<file path="src/hdl/sp_defs.svh">
// Register offsets, field positions, reset values and counts for the serial port
`ifndef SP_DEFS_SVH
`define SP_DEFS_SVH

// ****************************************************************
// Register offsets
// ****************************************************************
`define SP_OFS_RX_STATUS_CTRL  3'h0
`define SP_OFS_RX_DATA         3'h1
`define SP_OFS_TX_BUFFER       3'h2
`define SP_OFS_TX_STATUS_CTRL  3'h3
`define SP_OFS_BAUD_CTRL       3'h4
`define SP_OFS_BAUD_DIV_HIGH   3'h5
`define SP_OFS_BAUD_DIV_LOW    3'h6
`define SP_OFS_FLAGS           3'h7

// ****************************************************************
// Field positions
// ****************************************************************
`define SP_RX_PORT_ENABLE      7
`define SP_BAUD_POLARITY       4
`define SP_BAUD_WIDE_DIV       3
`define SP_BAUD_WAKE_EDGE      1
`define SP_BAUD_RX_IDLE        6
`define SP_FLAG_RX_READY       0
`define SP_FLAG_TX_EMPTY       1

// ****************************************************************
// Reset values, writable masks and dummy receive data
// ****************************************************************
`define SP_RST_RX_STATUS_CTRL  8'h00
`define SP_RST_TX_STATUS_CTRL  8'h02
`define SP_RST_BAUD_CTRL       8'h00
`define SP_RST_BAUD_DIV        8'h00
`define SP_MASK_RX_STATUS_CTRL 8'hF9
`define SP_MASK_TX_STATUS_CTRL 8'hFD
`define SP_MASK_BAUD_CTRL      8'h1B
`define SP_DUMMY_RX_DATA       8'h00

// ****************************************************************
// Frame lengths in bits
// ****************************************************************
`define SP_BREAK_ZEROS         12
`define SP_BITS_BREAK          4'hE
`define SP_BITS_ASYNC8         4'hA
`define SP_BITS_ASYNC9         4'hB
`define SP_BITS_SYNC8          4'h8
`define SP_BITS_SYNC9          4'h9

`endif

</file>
<file path="src/hdl/sp_pkg.sv">
// Types shared by the serial port break, wake and clocked transmit block
package sp_pkg;

	// Transmit status/control register layout, bit 7 down to bit 0
	typedef struct packed {
		logic clk_master;     // Clock source master
		logic nine_bit;       // nine_bit_transmit_enable
		logic tx_enable;      // transmit_enable_bit
		logic clocked;        // Clocked (synchronous) mode
		logic send_break;     // send_break_bit
		logic high_speed;     // Stored only
		logic shift_empty;    // shift_empty_status, read only
		logic ninth_data;     // ninth_transmit_data_bit
	} tx_ctrl_s;

	// Transmit sequencer states, one-hot
	typedef enum logic [1:0] {
		TX_IDLE  = 2'b01,
		TX_SHIFT = 2'b10
	} tx_state_e;

endpackage

</file>
<file path="src/hdl/serial_port_break_wake_sync_tx.sv">
// Serial port core: wake-on-edge, break transmission and clocked master transmit
//
// The implementer's own choices: the address map and strobed register access.
`timescale 1ns/1ps
`include "sp_defs.svh"

module serial_port_break_wake_sync_tx
	import sp_pkg::*;
(
	input  wire logic       clock_i,         // 50 MHz system clock
	input  wire logic       srst_i,          // Synchronous reset, active high
	input  wire logic [2:0] addr_i,          // Register address
	input  wire logic [7:0] wdata_i,         // Register write data
	input  wire logic       wr_i,            // Write strobe
	input  wire logic       rd_i,            // Read strobe
	output logic      [7:0] rdata_o,         // Read data, cycle after strobe
	input  wire logic       rx_busy_i,       // Receiver engine is busy
	input  wire logic       rx_pin_i,        // receive_pin / shift_data_pin level
	output logic            rx_pin_o,        // shift_data_pin drive value
	output logic            rx_pin_oe_n_o,   // Low while driving the data pin
	output logic            tx_pin_o,        // transmit_pin or shift_clock_pin
	output logic            rx_enable_o,     // Receiver allowed to run
	output logic            rx_ready_flag_o, // receive_ready_flag
	output logic            tx_empty_flag_o  // transmit_buffer_empty_flag
);

	// ****************************************************************
	// Pin synchroniser and edge detect
	// ****************************************************************
	logic rx_meta_ff;
	logic rx_sync_ff;
	logic rx_prev_ff;
	logic rx_fall;
	logic rx_rise;

	// Two stages before any logic looks at the pin
	always_ff @(posedge clock_i) begin
		if (srst_i) begin
			rx_meta_ff <= 1'b1;
			rx_sync_ff <= 1'b1;
			rx_prev_ff <= 1'b1;
		end else begin
			rx_meta_ff <= rx_pin_i;
			rx_sync_ff <= rx_meta_ff;
			rx_prev_ff <= rx_sync_ff;
		end
	end

	assign rx_fall = rx_prev_ff & ~rx_sync_ff;
	assign rx_rise = ~rx_prev_ff & rx_sync_ff;

	// ****************************************************************
	// Register state
	// ****************************************************************
	logic [7:0] rx_ctrl_ff,  nxt_rx_ctrl;
	tx_ctrl_s   tx_ctrl_ff,  nxt_tx_ctrl;
	logic [7:0] baud_ctrl_ff, nxt_baud_ctrl;
	logic [7:0] div_high_ff, nxt_div_high;
	logic [7:0] div_low_ff,  nxt_div_low;
	logic [7:0] tx_buf_ff,   nxt_tx_buf;
	logic       buf_full_ff, nxt_buf_full;
	logic       rx_flag_ff,  nxt_rx_flag;
	logic       tx_flag_ff,  nxt_tx_flag;
	logic       wake_seen_ff, nxt_wake_seen;
	logic [7:0] rdata_ff,    nxt_rdata;

	// Transmit sequencer state
	tx_state_e  state_ff,    nxt_state;
	logic [13:0] shreg_ff,   nxt_shreg;
	logic [3:0] bits_left_ff, nxt_bits_left;
	logic       is_break_ff, nxt_is_break;
	logic       phase_ff,    nxt_phase;
	logic [15:0] baud_cnt_ff, nxt_baud_cnt;
	logic       tx_pin_ff,   nxt_tx_pin;
	logic       dat_ff,      nxt_dat;
	logic       dat_oe_n_ff, nxt_dat_oe_n;
	logic       rx_en_ff,    nxt_rx_en;

	// Decoded controls
	logic       port_on;
	logic       sync_master;
	logic       wake_armed;
	logic       polarity;
	logic       load;
	logic       break_done;
	logic       baud_tick;
	logic [15:0] divisor;
	logic       wr_tx_buf;

	assign port_on     = rx_ctrl_ff[`SP_RX_PORT_ENABLE];
	assign sync_master = tx_ctrl_ff.clk_master & tx_ctrl_ff.clocked;
	assign wake_armed  = baud_ctrl_ff[`SP_BAUD_WAKE_EDGE];
	assign polarity    = baud_ctrl_ff[`SP_BAUD_POLARITY];
	assign wr_tx_buf   = wr_i & (addr_i == `SP_OFS_TX_BUFFER);
	// 8-bit divider unless the wide select is set
	assign divisor = baud_ctrl_ff[`SP_BAUD_WIDE_DIV] ? {div_high_ff, div_low_ff}
	                                                 : {8'h00, div_low_ff};
	assign baud_tick = (baud_cnt_ff == 16'h0000);

	// Load only when the last bit is out; the receiver blocks clocked sends
	assign load = state_ff[0] & buf_full_ff & tx_ctrl_ff.tx_enable & port_on
	              & ~(sync_master & rx_busy_i);
	assign break_done = state_ff[1] & baud_tick & is_break_ff
	                    & (bits_left_ff == 4'h1);

	// ****************************************************************
	// Register file and flags
	// ****************************************************************
	// Writes store, reads answer next cycle, hardware events set flags
	always_comb begin
		nxt_rx_ctrl   = rx_ctrl_ff;
		nxt_tx_ctrl   = tx_ctrl_ff;
		nxt_baud_ctrl = baud_ctrl_ff;
		nxt_div_high  = div_high_ff;
		nxt_div_low   = div_low_ff;
		nxt_tx_buf    = tx_buf_ff;
		nxt_buf_full  = buf_full_ff;
		nxt_rx_flag   = rx_flag_ff;
		nxt_tx_flag   = tx_flag_ff;
		nxt_wake_seen = wake_seen_ff;
		nxt_rdata     = 8'h00;

		// Hardware side of the register bits first, so a write overrides
		nxt_tx_ctrl.shift_empty = ~nxt_state[1];
		if (break_done) begin
			nxt_tx_ctrl.send_break = 1'b0;
		end
		if (wake_armed & ~wake_seen_ff & rx_fall) begin
			nxt_wake_seen = 1'b1;
		end
		if (wake_armed & wake_seen_ff & rx_rise) begin
			nxt_baud_ctrl[`SP_BAUD_WAKE_EDGE] = 1'b0;
			nxt_wake_seen = 1'b0;
		end
		if (~wake_armed) begin
			nxt_wake_seen = 1'b0;
		end

		// Register writes
		if (wr_i) begin
			unique case (addr_i)
				`SP_OFS_RX_STATUS_CTRL: nxt_rx_ctrl = wdata_i & `SP_MASK_RX_STATUS_CTRL;
				`SP_OFS_TX_BUFFER: begin
					nxt_tx_buf   = wdata_i;
					nxt_buf_full = 1'b1;
				end
				`SP_OFS_TX_STATUS_CTRL: begin
					nxt_tx_ctrl = (wdata_i & `SP_MASK_TX_STATUS_CTRL)
					              | {6'h00, nxt_tx_ctrl.shift_empty, 1'b0};
				end
				`SP_OFS_BAUD_CTRL:    nxt_baud_ctrl = wdata_i & `SP_MASK_BAUD_CTRL;
				`SP_OFS_BAUD_DIV_HIGH: nxt_div_high = wdata_i;
				`SP_OFS_BAUD_DIV_LOW:  nxt_div_low  = wdata_i;
				default: ;
			endcase
		end

		// Clears first, then sets, so an event in the clearing cycle survives
		if (rd_i & (addr_i == `SP_OFS_RX_DATA)) begin
			nxt_rx_flag = 1'b0;
		end
		if (wr_tx_buf) begin
			nxt_tx_flag = 1'b0;
		end
		if (wake_armed & ~wake_seen_ff & rx_fall) begin
			nxt_rx_flag = 1'b1;
		end
		if (load) begin
			nxt_buf_full = wr_tx_buf;
			nxt_tx_flag  = 1'b1;
		end

		// Read data; the receive register only yields dummy data here
		if (rd_i) begin
			unique case (addr_i)
				`SP_OFS_RX_STATUS_CTRL: nxt_rdata = rx_ctrl_ff;
				`SP_OFS_RX_DATA:        nxt_rdata = `SP_DUMMY_RX_DATA;
				`SP_OFS_TX_BUFFER:      nxt_rdata = tx_buf_ff;
				`SP_OFS_TX_STATUS_CTRL: nxt_rdata = tx_ctrl_ff;
				`SP_OFS_BAUD_CTRL: begin
					nxt_rdata = baud_ctrl_ff;
					nxt_rdata[`SP_BAUD_RX_IDLE] = ~rx_busy_i;
				end
				`SP_OFS_BAUD_DIV_HIGH:  nxt_rdata = div_high_ff;
				`SP_OFS_BAUD_DIV_LOW:   nxt_rdata = div_low_ff;
				`SP_OFS_FLAGS: begin
					nxt_rdata[`SP_FLAG_RX_READY] = rx_flag_ff;
					nxt_rdata[`SP_FLAG_TX_EMPTY] = tx_flag_ff;
				end
				default: ;
			endcase
		end
	end

	always_ff @(posedge clock_i) begin
		if (srst_i) begin
			rx_ctrl_ff   <= `SP_RST_RX_STATUS_CTRL;
			tx_ctrl_ff   <= `SP_RST_TX_STATUS_CTRL;
			baud_ctrl_ff <= `SP_RST_BAUD_CTRL;
			div_high_ff  <= `SP_RST_BAUD_DIV;
			div_low_ff   <= `SP_RST_BAUD_DIV;
			tx_buf_ff    <= 8'h00;
			buf_full_ff  <= 1'b0;
			rx_flag_ff   <= 1'b0;
			tx_flag_ff   <= 1'b1;
			wake_seen_ff <= 1'b0;
			rdata_ff     <= 8'h00;
		end else begin
			rx_ctrl_ff   <= nxt_rx_ctrl;
			tx_ctrl_ff   <= nxt_tx_ctrl;
			baud_ctrl_ff <= nxt_baud_ctrl;
			div_high_ff  <= nxt_div_high;
			div_low_ff   <= nxt_div_low;
			tx_buf_ff    <= nxt_tx_buf;
			buf_full_ff  <= nxt_buf_full;
			rx_flag_ff   <= nxt_rx_flag;
			tx_flag_ff   <= nxt_tx_flag;
			wake_seen_ff <= nxt_wake_seen;
			rdata_ff     <= nxt_rdata;
		end
	end

	// ****************************************************************
	// Transmit sequencer and pin drive
	// ****************************************************************
	// Async shifts one bit per tick; clocked mode spends two ticks a bit
	always_comb begin
		nxt_state     = state_ff;
		nxt_shreg     = shreg_ff;
		nxt_bits_left = bits_left_ff;
		nxt_is_break  = is_break_ff;
		nxt_phase     = phase_ff;
		nxt_baud_cnt  = baud_tick ? divisor : baud_cnt_ff - 16'h0001;
		nxt_tx_pin    = tx_pin_ff;
		nxt_dat       = dat_ff;
		nxt_dat_oe_n  = 1'b1;

		unique case (state_ff)
			TX_IDLE: begin
				if (load) begin
					nxt_state    = TX_SHIFT;
					nxt_phase    = 1'b0;
					nxt_baud_cnt = divisor;        // Full first bit after load
					nxt_is_break = tx_ctrl_ff.send_break & ~sync_master;
					if (sync_master) begin
						nxt_shreg     = {5'h1F, tx_ctrl_ff.ninth_data, tx_buf_ff};
						nxt_bits_left = tx_ctrl_ff.nine_bit ? `SP_BITS_SYNC9 : `SP_BITS_SYNC8;
					end else if (tx_ctrl_ff.send_break) begin
						// Buffer contents are thrown away for a break
						nxt_shreg     = {1'b1, {`SP_BREAK_ZEROS{1'b0}}, 1'b0};
						nxt_bits_left = `SP_BITS_BREAK;
					end else begin
						nxt_shreg     = {4'hF, tx_ctrl_ff.nine_bit ? tx_ctrl_ff.ninth_data : 1'b1,
						                 tx_buf_ff, 1'b0};
						nxt_bits_left = tx_ctrl_ff.nine_bit ? `SP_BITS_ASYNC9 : `SP_BITS_ASYNC8;
					end
				end
			end
			TX_SHIFT: begin
				if (baud_tick) begin
					if (sync_master & ~phase_ff) begin
						nxt_phase = 1'b1;          // Leave idle: receiver's edge comes next
					end else begin
						nxt_phase = 1'b0;
						nxt_shreg = {1'b1, shreg_ff[13:1]};
						nxt_bits_left = bits_left_ff - 4'h1;
						if (bits_left_ff == 4'h1) begin
							nxt_state = TX_IDLE;
						end
					end
				end
			end
			default: nxt_state = TX_IDLE;
		endcase

		// Pin roles follow mode; idle line stays at its mark or idle clock
		if (~port_on) begin
			nxt_tx_pin = 1'b1;
			nxt_dat    = 1'b1;
		end else if (sync_master) begin
			// Data moves at the idle-going edge, held across the other
			nxt_tx_pin = polarity ^ (nxt_state[1] & nxt_phase);
			nxt_dat    = nxt_shreg[0];
			nxt_dat_oe_n = ~nxt_state[1];
		end else begin
			nxt_tx_pin = nxt_state[1] ? nxt_shreg[0] : 1'b1;
			nxt_dat    = 1'b1;
		end

		// Receiver off while wake is armed or a clocked send runs
		nxt_rx_en = port_on & ~nxt_baud_ctrl[`SP_BAUD_WAKE_EDGE]
		            & ~(sync_master & nxt_state[1]);
	end

	always_ff @(posedge clock_i) begin
		if (srst_i) begin
			state_ff     <= TX_IDLE;
			shreg_ff     <= 14'h3FFF;
			bits_left_ff <= 4'h0;
			is_break_ff  <= 1'b0;
			phase_ff     <= 1'b0;
			baud_cnt_ff  <= 16'h0000;
			tx_pin_ff    <= 1'b1;
			dat_ff       <= 1'b1;
			dat_oe_n_ff  <= 1'b1;
			rx_en_ff     <= 1'b0;
		end else begin
			state_ff     <= nxt_state;
			shreg_ff     <= nxt_shreg;
			bits_left_ff <= nxt_bits_left;
			is_break_ff  <= nxt_is_break;
			phase_ff     <= nxt_phase;
			baud_cnt_ff  <= nxt_baud_cnt;
			tx_pin_ff    <= nxt_tx_pin;
			dat_ff       <= nxt_dat;
			dat_oe_n_ff  <= nxt_dat_oe_n;
			rx_en_ff     <= nxt_rx_en;
		end
	end

	// ****************************************************************
	// Outputs, all straight from flip-flops
	// ****************************************************************
	assign rdata_o         = rdata_ff;
	assign rx_pin_o        = dat_ff;
	assign rx_pin_oe_n_o   = dat_oe_n_ff;
	assign tx_pin_o        = tx_pin_ff;
	assign rx_enable_o     = rx_en_ff;
	assign rx_ready_flag_o = rx_flag_ff;
	assign tx_empty_flag_o = tx_flag_ff;

endmodule

</file>
<file path="config.mk">
export PLATFORM = sky130hd
export DESIGN_NAME = serial_port_break_wake_sync_tx
export DESIGN_NICKNAME = d
export VERILOG_FILES = /design/src/hdl/sp_pkg.sv /design/src/hdl/serial_port_break_wake_sync_tx.sv
export VERILOG_INCLUDE_DIRS = /design/src /design/src/hdl
export SDC_FILE = /design/constraint.sdc
export NUM_CORES = 1
export LEC_CHECK = 0
export ABC_AREA = 1
export ABC_CLOCK_PERIOD_IN_PS = 4500
export BUFFER_PORTS_ARGS = -buffer_cell sky130_fd_sc_hd__buf_2
export CAP_MARGIN = 15
export CORE_UTILIZATION = 50
export CTS_BUF_LIST = sky130_fd_sc_hd__clkbuf_8
export CTS_CLUSTER_SIZE = 8
export DETAILED_ROUTE_END_ITERATION = 6
export GPL_ROUTABILITY_DRIVEN = 0
export PLACE_DENSITY = 0.75
export REMOVE_ABC_BUFFERS = 1
export SLEW_MARGIN = 25
export SYNTH_ARGS = -nofsm -noshare
export SYNTH_HDL_FRONTEND = slang
export SYNTH_SLANG_ARGS = --single-unit
export TNS_END_PERCENT = 30
</file>
<file path="constraint.sdc">
create_clock -name clock_i -period 4.5 [get_ports clock_i]
set_input_delay 0.675 -clock clock_i [delete_from_list [all_inputs] [get_ports clock_i]]
set_output_delay 0.675 -clock clock_i [all_outputs]
set_load 0.02 [all_outputs]
</file>
; ---- After elaboration in Yosys (flattened, before gate mapping)
; Index checks and enable logic that the tools add are counted.
[op_classes]
bitwise_logic = 38
eq_ne = 14
addsub = 2
mux = 43
reduce_logical = 21
[ops]
columns = cell, n
row1 = $mux W16, 4
row2 = $mux W14, 3
row3 = $pmux W6 S6, 1
row4 = $pmux W14 S2, 1
row5 = $mux W13, 2
row6 = $and A1 B1 Y1, 23
row7 = $mux W4, 5
row8 = $logic_not A16 Y1, 1
row9 = $pmux W2 S8, 1
row10 = $reduce_and A2 Y1, 8
row11 = $sub A16 B1 Y16 const B, 1
row12 = $mux W1, 15
row13 = $not A1 Y1, 13
row14 = $eq A3 B3 Y1 const B, 4
row15 = $mux W2, 6
row16 = $ne A2 B2 Y1 const B, 4
row17 = $or A8 B2 Y8, 1
row18 = $pmux W4 S2, 1
row19 = $reduce_and A4 Y1, 2
row20 = $reduce_bool A2 Y1, 4
row21 = $eq A3 B2 Y1 const B, 2
row22 = $mux W3, 2
row23 = $reduce_or A2 Y1, 3
row24 = $reduce_or A3 Y1, 2
row25 = 9 further kinds, 9
[totals]
wordCells = 152
inputBits = 17
out_inout_bits = 14
ff_bits = 99

; ---- Logic depth before layout (Yosys ltp)
; Gate-level depths: netlist of the first run.
[logic_depth]
ltp_word = 10
depth_mapped = 13
depth_no_buf = 13

; ---- Least setup slack after synthesis of the first run
; OpenSTA, ideal clock, no wires.
[synth_path]
kind = input to register
from = input port addr_i[2]
to = register tx_flag_ff (netlist: tx_empty_flag_o)
n_path_buf = 2
setup_ps = 132
stages = 8
arrival_ps = 1602
setup_slack_ps = 2766
cell_sequence = buf_2 > nor2_1 > nand2_1 > inv_1 > nand2_1 > buf_2 > nand2_1 > nand3_1
[synth_between]
elab_chain_len = 2
[synth_lines]
columns = item, line_no
row1 = from (decl), serial_port_break_wake_sync_tx.sv:12  ; input wire logic [2:0] addr_i,
row2 = $eq A3 B2 Y1, --
row3 = $and A1 B1 Y1, serial_port_break_wake_sync_tx.sv:94  ; assign wr_tx_buf = wr_i & (addr_i == `SP_OFS_TX_BUFFER);
row4 = to (signal assigned), serial_port_break_wake_sync_tx.sv:217  ; tx_flag_ff <= nxt_tx_flag;
row5 = to (decl), serial_port_break_wake_sync_tx.sv:63  ; logic tx_flag_ff, nxt_tx_flag;
; Every way passes these cells.
; A chain may end at the register's enable or synchronous reset.

; ---- Worst setup path after layout of the first run
[layout_path]
from = register state_ff[0]
to = register baud_cnt_ff[8]
[layout_between]
elab_chain_len = 6
word_cells_on_any_way = 7
[layout_lines]
columns = item, line_no
row1 = from (decl), serial_port_break_wake_sync_tx.sv:68  ; tx_state_e state_ff, nxt_state;
row2 = from (signal assigned), serial_port_break_wake_sync_tx.sv:308  ; state_ff <= nxt_state;
row3 = $and A1 B1 Y1 (3 in a row), serial_port_break_wake_sync_tx.sv:101  ; assign load = state_ff[0] & buf_full_ff & tx_ctrl_ff.tx_enable & port_on
row4 = $and A1 B1 Y1, serial_port_break_wake_sync_tx.sv:102  ; & ~(sync_master & rx_busy_i);
row5 = $mux W16, serial_port_break_wake_sync_tx.sv:240  ; if (load) begin
row6 = $mux W16 (*), serial_port_break_wake_sync_tx.sv:238  ; unique case (state_ff)
row7 = to (signal assigned), serial_port_break_wake_sync_tx.sv:313  ; baud_cnt_ff <= nxt_baud_cnt;
row8 = to (decl), serial_port_break_wake_sync_tx.sv:73  ; logic [15:0] baud_cnt_ff, nxt_baud_cnt;
; Every way passes the cells marked *; elsewhere a longest branch is shown, timed or not.

==> metrics.cfg, run 1 <==
[global_route]
grt_pass1_vias=4096
grt_max_degree=55
grt-ovfl-total=0
grt_pass1_wl_mm=19.3
grtUsageTotal_pct=25.3
antenna_found_initial=0

[clock_network]
cts_made_buffers=9
numClockSinks=99
cts_tree=done
insertion_delay_ns=0.37
clock-root-buffer=clkbuf_8
ctsResizeCount=0
cts_setup_buffers=0
cts-htree-levels=3
clkTransAtPathRegs_ns=0.10
cts-hold-fix-buffers=0
clock_path_buffers=2

[floorplanning]
num_rows=34
core_area_um2=8810
die_w_um=97.8
die_h_um=97.8
ios=31
initial_utilization_pct=52.1
fp.dieArea_um2=9560

[synthesis]
avgSynthCellArea_um2=7.22
synth-warning-count=0
ys.flop_type=dfxtp_1
ys_seq_area_share_pct=43.2
syn_area_um2=4590
syn_inst=635
ys_seq_elements=99
synth_edf_count=0
synth_cell_types=37
async_reset_ff_share_pct=0

[sta]
worstMarginPinSlew_ns=0.779
post-route-period-util_pct=46.9
slew-limit-headroom_pct=48.1
drv_slew=0
fmax_ghz=0.473
whs_ns=0.422
finClkSkew_ns=0.00545
min_period_ns=2.11
tns_ns=0
rsz0062_at_grt=no
setup_violations=0
hold_violations=0

[placed_design]
port_buffers=30
dpl.hpwl_mm=8.43

[detailed_routing]
routed_wl_mm=11.6
routed_via_density=5.66
drcViolationCount=3
vias=4339
drt_iter0_drc=344
ant_nets=0
firstDrtPassIters=7
routedWlPerCell_um=15.2

[pwr]
p_leak_nw=1.99
ir_drop_uv=241
p_per_area_nw_per_um2=472

[cells_and_area]
syn2layout_area_growth_pct=8.40
drive_above_1_share_pct=10.9
fillers=818
nets=676
n_antenna_cell=0
utilization_pct=56.5

[worst_setup_path]
rr_startpoint=state_ff[0]
required_ns=4.78
reg2reg_depth=7
path_delay_family=simple AND/OR/NAND/NOR gates
cp-start-kind=flip-flop
path_max_fanout=17
path_buf_inv=1
r2r_slack_ns=2.39
cp.arrival_ns=2.39
cp_cell_sequence=ha_1 -> nand3_1 -> nand2_2 -> inv_2 -> o21ai_0 -> a21oi_1 -> o21a_1
path_class=flip-flop to flip-flop
crit_path_max_incr_delay_ns=0.43
r2r_end=baud_cnt_ff[8]
crit_path_end_kind=flip-flop
cpMaxStageDelayCell=dfxtp_1

[status]
violations=DRC
outcome=finished with violations

[worst_hold_path]
hold_class=flip-flop to flip-flop
whs_path_depth=1
hold_start=rx_meta_ff
holdPathEnd=rx_sync_ff

[job]
drv_cap=0

## area by class of cell
| cell class | count | area, um2 | share of cell area, % |
|---|---|---|---|
| multi-input cells | 428 | 2180 | 43.8 |
| flip-flops and latches | 99 | 1980 | 39.9 |
| clock buffers | 9 | 124 | 2.49 |
| well taps | 108 | 135 | 2.72 |
| repair buffers | 31 | 158 | 3.17 |
| inverters | 84 | 318 | 6.39 |
| clock inverters | 7 | 77.6 | 1.56 |
## metrics by stage
stage               worst slack (ns)  instances  area (um2)  power [mW]
floorplan                       2.63        611        4480        1.60
global placement                2.31        750        4770        1.74
detailed placement              2.22        750        4770        1.76
CTS                             2.43        766        4970        2.34
global route                    2.27        766        4970        2.51
finish                          2.39        766        4970        2.35
## cell usage after synthesis (all sizes together) (6+ instances only)
cell    count  area share [%]
a21oi      77             9.0
buf        10             1.2
clkbuf     14             1.2
dfxtp      99              43
ha          6             1.6
inv        83             6.8
nand2     109             9.4
nand3      37             4.0
nand4      11             1.5
nor2       52             4.9
o21ai      83             9.1
o22ai      18             2.5
xor2        6             1.1
## per-layer routing
layer  routed length, um  global-route usage, %  vias up
met2                5360                   41.2      156
met4                 354                   12.4        0
li1                    -                      -     2154
met5                   0                      0        -
met3                 625                   4.44       32
met1                5300                   32.5     1997
## worst register-to-register path: stages, from the launching register on
cell and delay [ns]:
dfxtp_1 0.43, ha_1 0.27, nand3_1 0.41, nand2_2 0.39, inv_2 0.19, o21ai_0 0.12
a21oi_1 0.05, o21a_1 0.16
## cell families (layout without fill, tap and decap cells)
kind of cell / Yosys count / count (layout) / synth area share (%)
compound gates: 193 / 193 / 22.9
xor+xnor: 9 / 9 / 1.72
fa+ha+maj: 6 / 6 / 1.64
buf+inv: 108 / 131 / 9.30
flops: 99 / 99 / 43.2
simple gates: 220 / 220 / 21.2
## cells in the final DEF (no fill, tap or decap), types with 7 or more instances in the layout
master / n
a21oi_1: 70
a21oi_2: 7
buf_2: 30
clkbuf_8: 9
dfxtp_1: 99
inv_1: 80
nand2_1: 104
nand3_1: 37
nand4_1: 11
nor2_1: 46
o21ai_0: 80
o22ai_1: 18
## registers in the layout, summed over array words and instances (netlist names), 2 cells and up
signal and count:
baud_cnt_ff 16, shreg_ff 14, div_high_ff 8, div_low_ff 8, rdata_o 8, tx_buf_ff 8, tx_ctrl_ff 8, rx_ctrl_ff 6
baud_ctrl_ff 4, bits_left_ff 4, state_ff 2
## how the worst max path moves through the flow
stage	start	cells past startpoint	slack, ns	endpoint
floorplan	srst_i	3	2.63	rdata_o[2]
global placement	rx_busy_i	8	2.31	baud_cnt_ff[8]
detailed placement	rx_busy_i	8	2.22	baud_cnt_ff[8]
CTS	state_ff[0]	7	2.43	baud_cnt_ff[8]
global route	state_ff[0]	7	2.27	baud_cnt_ff[8]
finish	state_ff[0]	7	2.39	baud_cnt_ff[8]
## where the power goes
group | leakage, nW | switching, mW | total, mW | internal [mW]
clock | 0.0998 | 0.327 | 0.588 | 0.261
sequential | 0.807 | 0.0683 | 1.04 | 0.970
combinational | 1.08 | 0.475 | 0.721 | 0.246
(Power assumes the default switching activity.)
==> inputs of run 2 (changes only) <==
--- a/config.mk
+++ b/config.mk
@@ -7,7 +7,7 @@
 export NUM_CORES = 1
 export LEC_CHECK = 0
 export ABC_AREA = 1
-export ABC_CLOCK_PERIOD_IN_PS = 4500
+export ABC_CLOCK_PERIOD_IN_PS = 1800
 export BUFFER_PORTS_ARGS = -buffer_cell sky130_fd_sc_hd__buf_2
 export CAP_MARGIN = 15
 export CORE_UTILIZATION = 50
@@ -15,7 +15,7 @@
 export CTS_CLUSTER_SIZE = 8
 export DETAILED_ROUTE_END_ITERATION = 6
 export GPL_ROUTABILITY_DRIVEN = 0
-export PLACE_DENSITY = 0.75
+export PLACE_DENSITY = 0.78
 export REMOVE_ABC_BUFFERS = 1
 export SLEW_MARGIN = 25
 export SYNTH_ARGS = -nofsm -noshare
==> constraint.sdc (replaced) <==
create_clock -name clock_i -period 1.8 [get_ports clock_i]
set_input_delay 0.27 -clock clock_i [delete_from_list [all_inputs] [get_ports clock_i]]
set_output_delay 0.27 -clock clock_i [all_outputs]
set_load 0.02 [all_outputs]
==> metrics.cfg, run 2 (synthesis gave the netlist of run 1 again) <==
[status]
outcome=completed

[sta]
slew-limit-headroom_pct=65.9  ; +18 points
worstMarginPinSlew_ns=0.510  ; -0.269 ns
rsz0062_at_grt=yes
min_period_ns=1.73  ; -0.377 ns
post-route-period-util_pct=96.4  ; +49 points
setup_violations=0  ; unchanged
drv_slew=0  ; unchanged
hold_violations=0  ; unchanged
finClkSkew_ns=0.00675  ; +0.00130 ns
fmax_ghz=0.576  ; +22%
whs_ns=0.0906  ; -0.331 ns

[clock_network]
clkTransAtPathRegs_ns=0.10  ; about the same
cts-htree-levels=3  ; unchanged
clock-root-buffer=clkbuf_8
clock_path_buffers=2  ; unchanged
cts_made_buffers=9  ; unchanged
cts_tree=done
numClockSinks=99  ; unchanged
insertion_delay_ns=0.36  ; about the same
cts-hold-fix-buffers=0  ; unchanged

[floorplanning]
core_area_um2=8810  ; unchanged
fp.dieArea_um2=9560  ; unchanged
ios=31  ; unchanged
die_w_um=97.8  ; unchanged
num_rows=34  ; unchanged
initial_utilization_pct=52.1  ; unchanged
die_h_um=97.8  ; unchanged

[worst_setup_path]
cp.arrival_ns=2.00  ; -0.39 ns
cpMaxStageDelayCell=dfxtp_1
cp-start-kind=flip-flop
path_max_fanout=6  ; -11
required_ns=2.06  ; -2.72 ns
path_delay_family=buffers and inverters
crit_path_max_incr_delay_ns=0.41  ; -0.02 ns
path_buf_inv=5  ; +4
cp_cell_sequence=inv_1 -> ha_1 -> buf_4 -> nand4_1 -> buf_4 -> clkinvlp_4 -> buf_4 -> a21oi_1 -> o21ai_1
crit_path_end_kind=flip-flop
path_class=flip-flop to flip-flop
crit_top_cell=buf_4

[cells_and_area]
syn2layout_area_growth_pct=14.4
final_cell_mix=103 x nand2_1, 99 x dfxtp_1, 80 x inv_1, 77 x o21ai_0, 69 x a21oi_1
fillers=779  ; -4.8%
drive_above_1_share_pct=14.3  ; +3.4 points
utilization_pct=59.6  ; +3.1 points
largest_register_ffs=16  ; unchanged
top_register=baud_cnt_ff
final_common_cell=nand2_1
n_antenna_cell=0  ; unchanged
reg.largest.list=baud_cnt_ff x16, shreg_ff x14
nets=696  ; +3.0%
fin_area_um2=5250  ; +5.6%

[global_route]
grt_max_degree=38  ; -31%
grt-ovfl-total=0  ; unchanged
grt_pass1_vias=4308  ; +5.2%
antenna_found_initial=0  ; unchanged
grt_pass1_wl_mm=20.1  ; +4.4%
grtUsageTotal_pct=26.4  ; +1.2 points

[detailed_routing]
vias=4537  ; +4.6%
firstDrtPassIters=5  ; -2
routed_wl_mm=12.5  ; +7.3%
drt_iter0_drc=346  ; +0.58%
ant_nets=0  ; unchanged
drcViolationCount=0  ; -3
routedWlPerCell_um=15.9  ; +4.6%
routed_via_density=5.77  ; +1.9%

[worst_hold_path]
hold_class=primary input to flip-flop

[pwr]
ir_drop_uv=600  ; +150%
p_per_area_nw_per_um2=1230  ; +160%
total_power_mw=6.46  ; +180%
p_leak_nw=2.12  ; +6.4%

[placed_design]
port_buffers=30  ; unchanged
placed_cell_area_um2=4900  ; +2.8%
dpl.hpwl_mm=8.89  ; +5.4%

[job]
drv_cap=0  ; unchanged

-- run 2: area by class of cell --
class,instances,area [um2],share of cell area [%]
timing repair buffer,50,313,5.96
multi-input combinational,428,2220,42.3
sequential,99,1980,37.8
timing repair inverter,1,7.51,0.143
clock inverter,7,140,2.67
tap,108,135,2.58
clock buffer,9,124,2.36
inverter,84,328,6.25
-- run 2: final timing paths --
| kind | slack (ns) | cells past startpoint | to | startpoint |
|---|---|---|---|---|
| worst max-delay path | 0.07 | 9 | shreg_ff[11] | state_ff[0] |
| worst min-delay path | 0.09 | 2 | rx_meta_ff | rx_pin_i |
| worst max register to register | 0.07 | 9 | shreg_ff[11] | state_ff[0] |
| worst min register to register | 0.42 | 1 | rx_sync_ff | rx_meta_ff |
-- run 2: power by group --
| part | internal, mW | leakage (nW) | total (mW) | switching, mW |
|---|---|---|---|---|
| sequential | 2.42 | 0.807 | 2.60 | 0.172 |
| clock | 1.06 | 0.131 | 1.84 | 0.781 |
| combinational | 0.716 | 1.18 | 2.02 | 1.31 |
-- run 2: timing repair --
action / in CTS / in global routing
endpoints found under the setup margin: 0 / 20
gates resized for setup: 0 / 17
buffers inserted: 0 / 3
-- run 2: metal layers --
layer | vias to the layer above | GRT usage (%) | wire length (um)
li1 | 2184 | - | -
met1 | 2110 | 33.4 | 5430
met2 | 211 | 44.6 | 5890
met5 | - | 0 | 0
met3 | 32 | 3.79 | 813
met4 | 0 | 12.7 | 359
-- run 2: metrics by stage --
step / std cells / setup slack [ns] / TNS [ns]
after floorplan: 611 / 0.162 / 0
after global placement: 766 / 0.144 / 0
after detailed placement: 766 / 0.0236 / 0
after CTS: 782 / 0.0185 / 0
after global routing: 786 / -0.0302 / -0.0690
final: 786 / 0.0652 / 0
==> inputs of run 3 (changes only) <==
--- a/config.mk
+++ b/config.mk
@@ -12,13 +12,12 @@
 export CAP_MARGIN = 15
 export CORE_UTILIZATION = 50
 export CTS_BUF_LIST = sky130_fd_sc_hd__clkbuf_8
+export CTS_CLUSTER_DIAMETER = 40
 export CTS_CLUSTER_SIZE = 8
 export DETAILED_ROUTE_END_ITERATION = 6
 export GPL_ROUTABILITY_DRIVEN = 0
 export PLACE_DENSITY = 0.78
-export REMOVE_ABC_BUFFERS = 1
 export SLEW_MARGIN = 25
 export SYNTH_ARGS = -nofsm -noshare
 export SYNTH_HDL_FRONTEND = slang
 export SYNTH_SLANG_ARGS = --single-unit
-export TNS_END_PERCENT = 30
==> metrics.cfg, run 3 (synthesis gave the netlist of run 1 again) <==
[worst_setup_path]
cp_cell_sequence=inv_1 -> ha_1 -> nand2_1 -> nor2_2 -> nand2_2 -> nand2_4 -> nand2_4 -> nor2_8 -> nand2_2 -> inv_2 -> nand2_1 -> nand2_1
path_buf_inv=2  ; -3
path_class=flip-flop to flip-flop
required_ns=2.11  ; +0.05 ns
cp-start-kind=flip-flop
cp.arrival_ns=2.01  ; about the same
reg2reg_depth=12  ; +3
path_max_fanout=9  ; +3
cp_num_cells=12  ; +3
path_delay_family=simple AND/OR/NAND/NOR gates
crit_path_max_incr_delay_ns=0.31  ; -0.10 ns
crit_path_end_kind=flip-flop
crit_top_cell=nand2_1
cpMaxStageDelayCell=dfxtp_1

[cells_and_area]
largest_register_ffs=16  ; unchanged
drive_above_1_share_pct=14.1  ; -0.19 points
n_antenna_cell=0  ; unchanged
fillers=767  ; -1.5%
fin_area_um2=5120  ; -2.5%
syn2layout_area_growth_pct=11.6
final_common_cell=nand2_1
stdcell_count=781  ; -0.64%
reg.largest.list=baud_cnt_ff x16, shreg_ff x14
final_cell_mix=103 x nand2_1, 98 x dfxtp_1, 79 x inv_1, 79 x o21ai_0, 70 x a21oi_1
utilization_pct=58.1  ; -1.5 points
top_register=baud_cnt_ff
nets=691  ; -0.72%

[floorplanning]
core_area_um2=8810  ; unchanged
fp.dieArea_um2=9560  ; unchanged
die_h_um=97.8  ; unchanged
ios=31  ; unchanged
die_w_um=97.8  ; unchanged
num_rows=34  ; unchanged
initial_utilization_pct=52.1  ; unchanged

[pwr]
pwr-share-comb_pct=32.1  ; +0.8 points
p_per_area_nw_per_um2=1150  ; -6.7%
p_leak_nw=2.06  ; -2.7%
total_power_mw=5.88  ; -9.0%
p_seq_share_pct=44.1  ; +3.9 points
p_int_mw=3.64  ; -14%
ir_drop_uv=528  ; -12%
power.switching_mw=2.24  ; -0.72%
clkPwrFrac_pct=23.8  ; -4.7 points
sw_frac_of_total_pct=38.2  ; +3.2 points

[clock_network]
cts_setup_buffers=0  ; unchanged
cts_made_buffers=9  ; unchanged
insertion_delay_ns=0.37  ; about the same
clock-root-buffer=clkbuf_8
clock_path_buffers=2  ; unchanged
cts-hold-fix-buffers=0  ; unchanged
cts-htree-levels=3  ; unchanged
cts_tree=done
numClockSinks=99  ; unchanged
clkTransAtPathRegs_ns=0.10  ; about the same

[placed_design]
port_buffers=30  ; unchanged
dp_cells=765  ; -0.13%
dpl.hpwl_mm=8.68  ; -2.4%
pre_cts_slack_ns=0.0616  ; +0.0380 ns
placed_cell_area_um2=4890  ; -0.15%

[status]
outcome=finished with violations
violations=DRC

[synthesis]
synth_fp_nets=658

[detailed_routing]
firstDrtPassIters=7  ; +2
drcViolationCount=4  ; +4
routedWlPerCell_um=15.3  ; -3.5%
ant_nets=0  ; unchanged
routed_wl_mm=12.0  ; -4.1%
routed_via_density=5.68  ; -1.6%
drt_iter0_drc=367  ; +6.1%
vias=4437  ; -2.2%

[sta]
worstMarginPinSlew_ns=0.431  ; -0.0790 ns
slew-limit-headroom_pct=71.2  ; +5.3 points
timing.final.ws_setup_ns=0.0992  ; +0.0339 ns
setup_violations=0  ; unchanged
hold_violations=0  ; unchanged
fmax_ghz=0.588  ; +2.0%
drv_slew=0  ; unchanged
min_period_ns=1.70  ; -0.0339 ns
tns_ns=0  ; unchanged
finClkSkew_ns=0.0117  ; +0.00497 ns
whs_ns=0.0766  ; -0.0140 ns
post-route-period-util_pct=94.5  ; -1.9 points

[job]
drv_cap=0  ; unchanged

[worst_hold_path]
whs_path_depth=2  ; unchanged
hold_class=primary input to flip-flop

[global_route]
antenna_found_initial=0  ; unchanged
grt_pass1_vias=4085  ; -5.2%
grt_max_degree=56  ; +47%
grt-ovfl-total=0  ; unchanged
grtUsageTotal_pct=25.5  ; -0.91 points
grt_pass1_wl_mm=19.3  ; -3.9%

## run 3: cell types whose count changed in the layout (fill, tap and decap cells not counted), sizes merged
| cell | before | now |
|---|---|---|
| bufinv | 4 | 0 |
| buf | 50 | 46 |
| clkinvlp | 2 | 0 |
| clkinv | 2 | 3 |
| inv | 84 | 88 |
## run 3: layer usage
metal / part of all wire (%) / up-vias / track usage, %
li1: - / 2186 / -
met1: 44 / 2025 / 33.4
met2: 48 / 200 / 42.9
met3: 6.1 / 26 / 2.79
met4: 2.6 / 0 / 11.0
met5: 0 / - / 0
## run 3: worst paths after layout
kind                                startpoint           to  slack [ns]
worst max register to register  baud_cnt_ff[0]  shreg_ff[4]         0.1
worst min register to register      rx_meta_ff   rx_sync_ff        0.43
worst max-delay path            baud_cnt_ff[0]  shreg_ff[4]         0.1
worst min-delay path                  rx_pin_i   rx_meta_ff        0.08
## run 3: power groups by stage
stage / Combinational (mW) / Clock (mW) / Sequential, mW
floorplan: 1.44 / 0 / 2.60
global placement: 1.77 / 0 / 2.63
detailed placement: 1.81 / 0 / 2.64
CTS: 1.83 / 1.41 / 2.59
global route: 2.13 / 1.49 / 2.63
finish: 1.89 / 1.40 / 2.59
## run 3: cell type report
cell class,instances,area (um2),share of cell area (%)
clock buffer,9,124,2.42
timing repair buffer,46,283,5.53
tap,108,135,2.64
multi-input combinational,428,2200,43.1
sequential,99,1980,38.8
inverter,84,320,6.26
clock inverter,7,67.6,1.32
## run 3: repair_timing
item	4_1_cts	5_1_grt
endpoints found under the setup margin	0	30
hold endpoints to repair	0	0
gates resized for setup	0	11
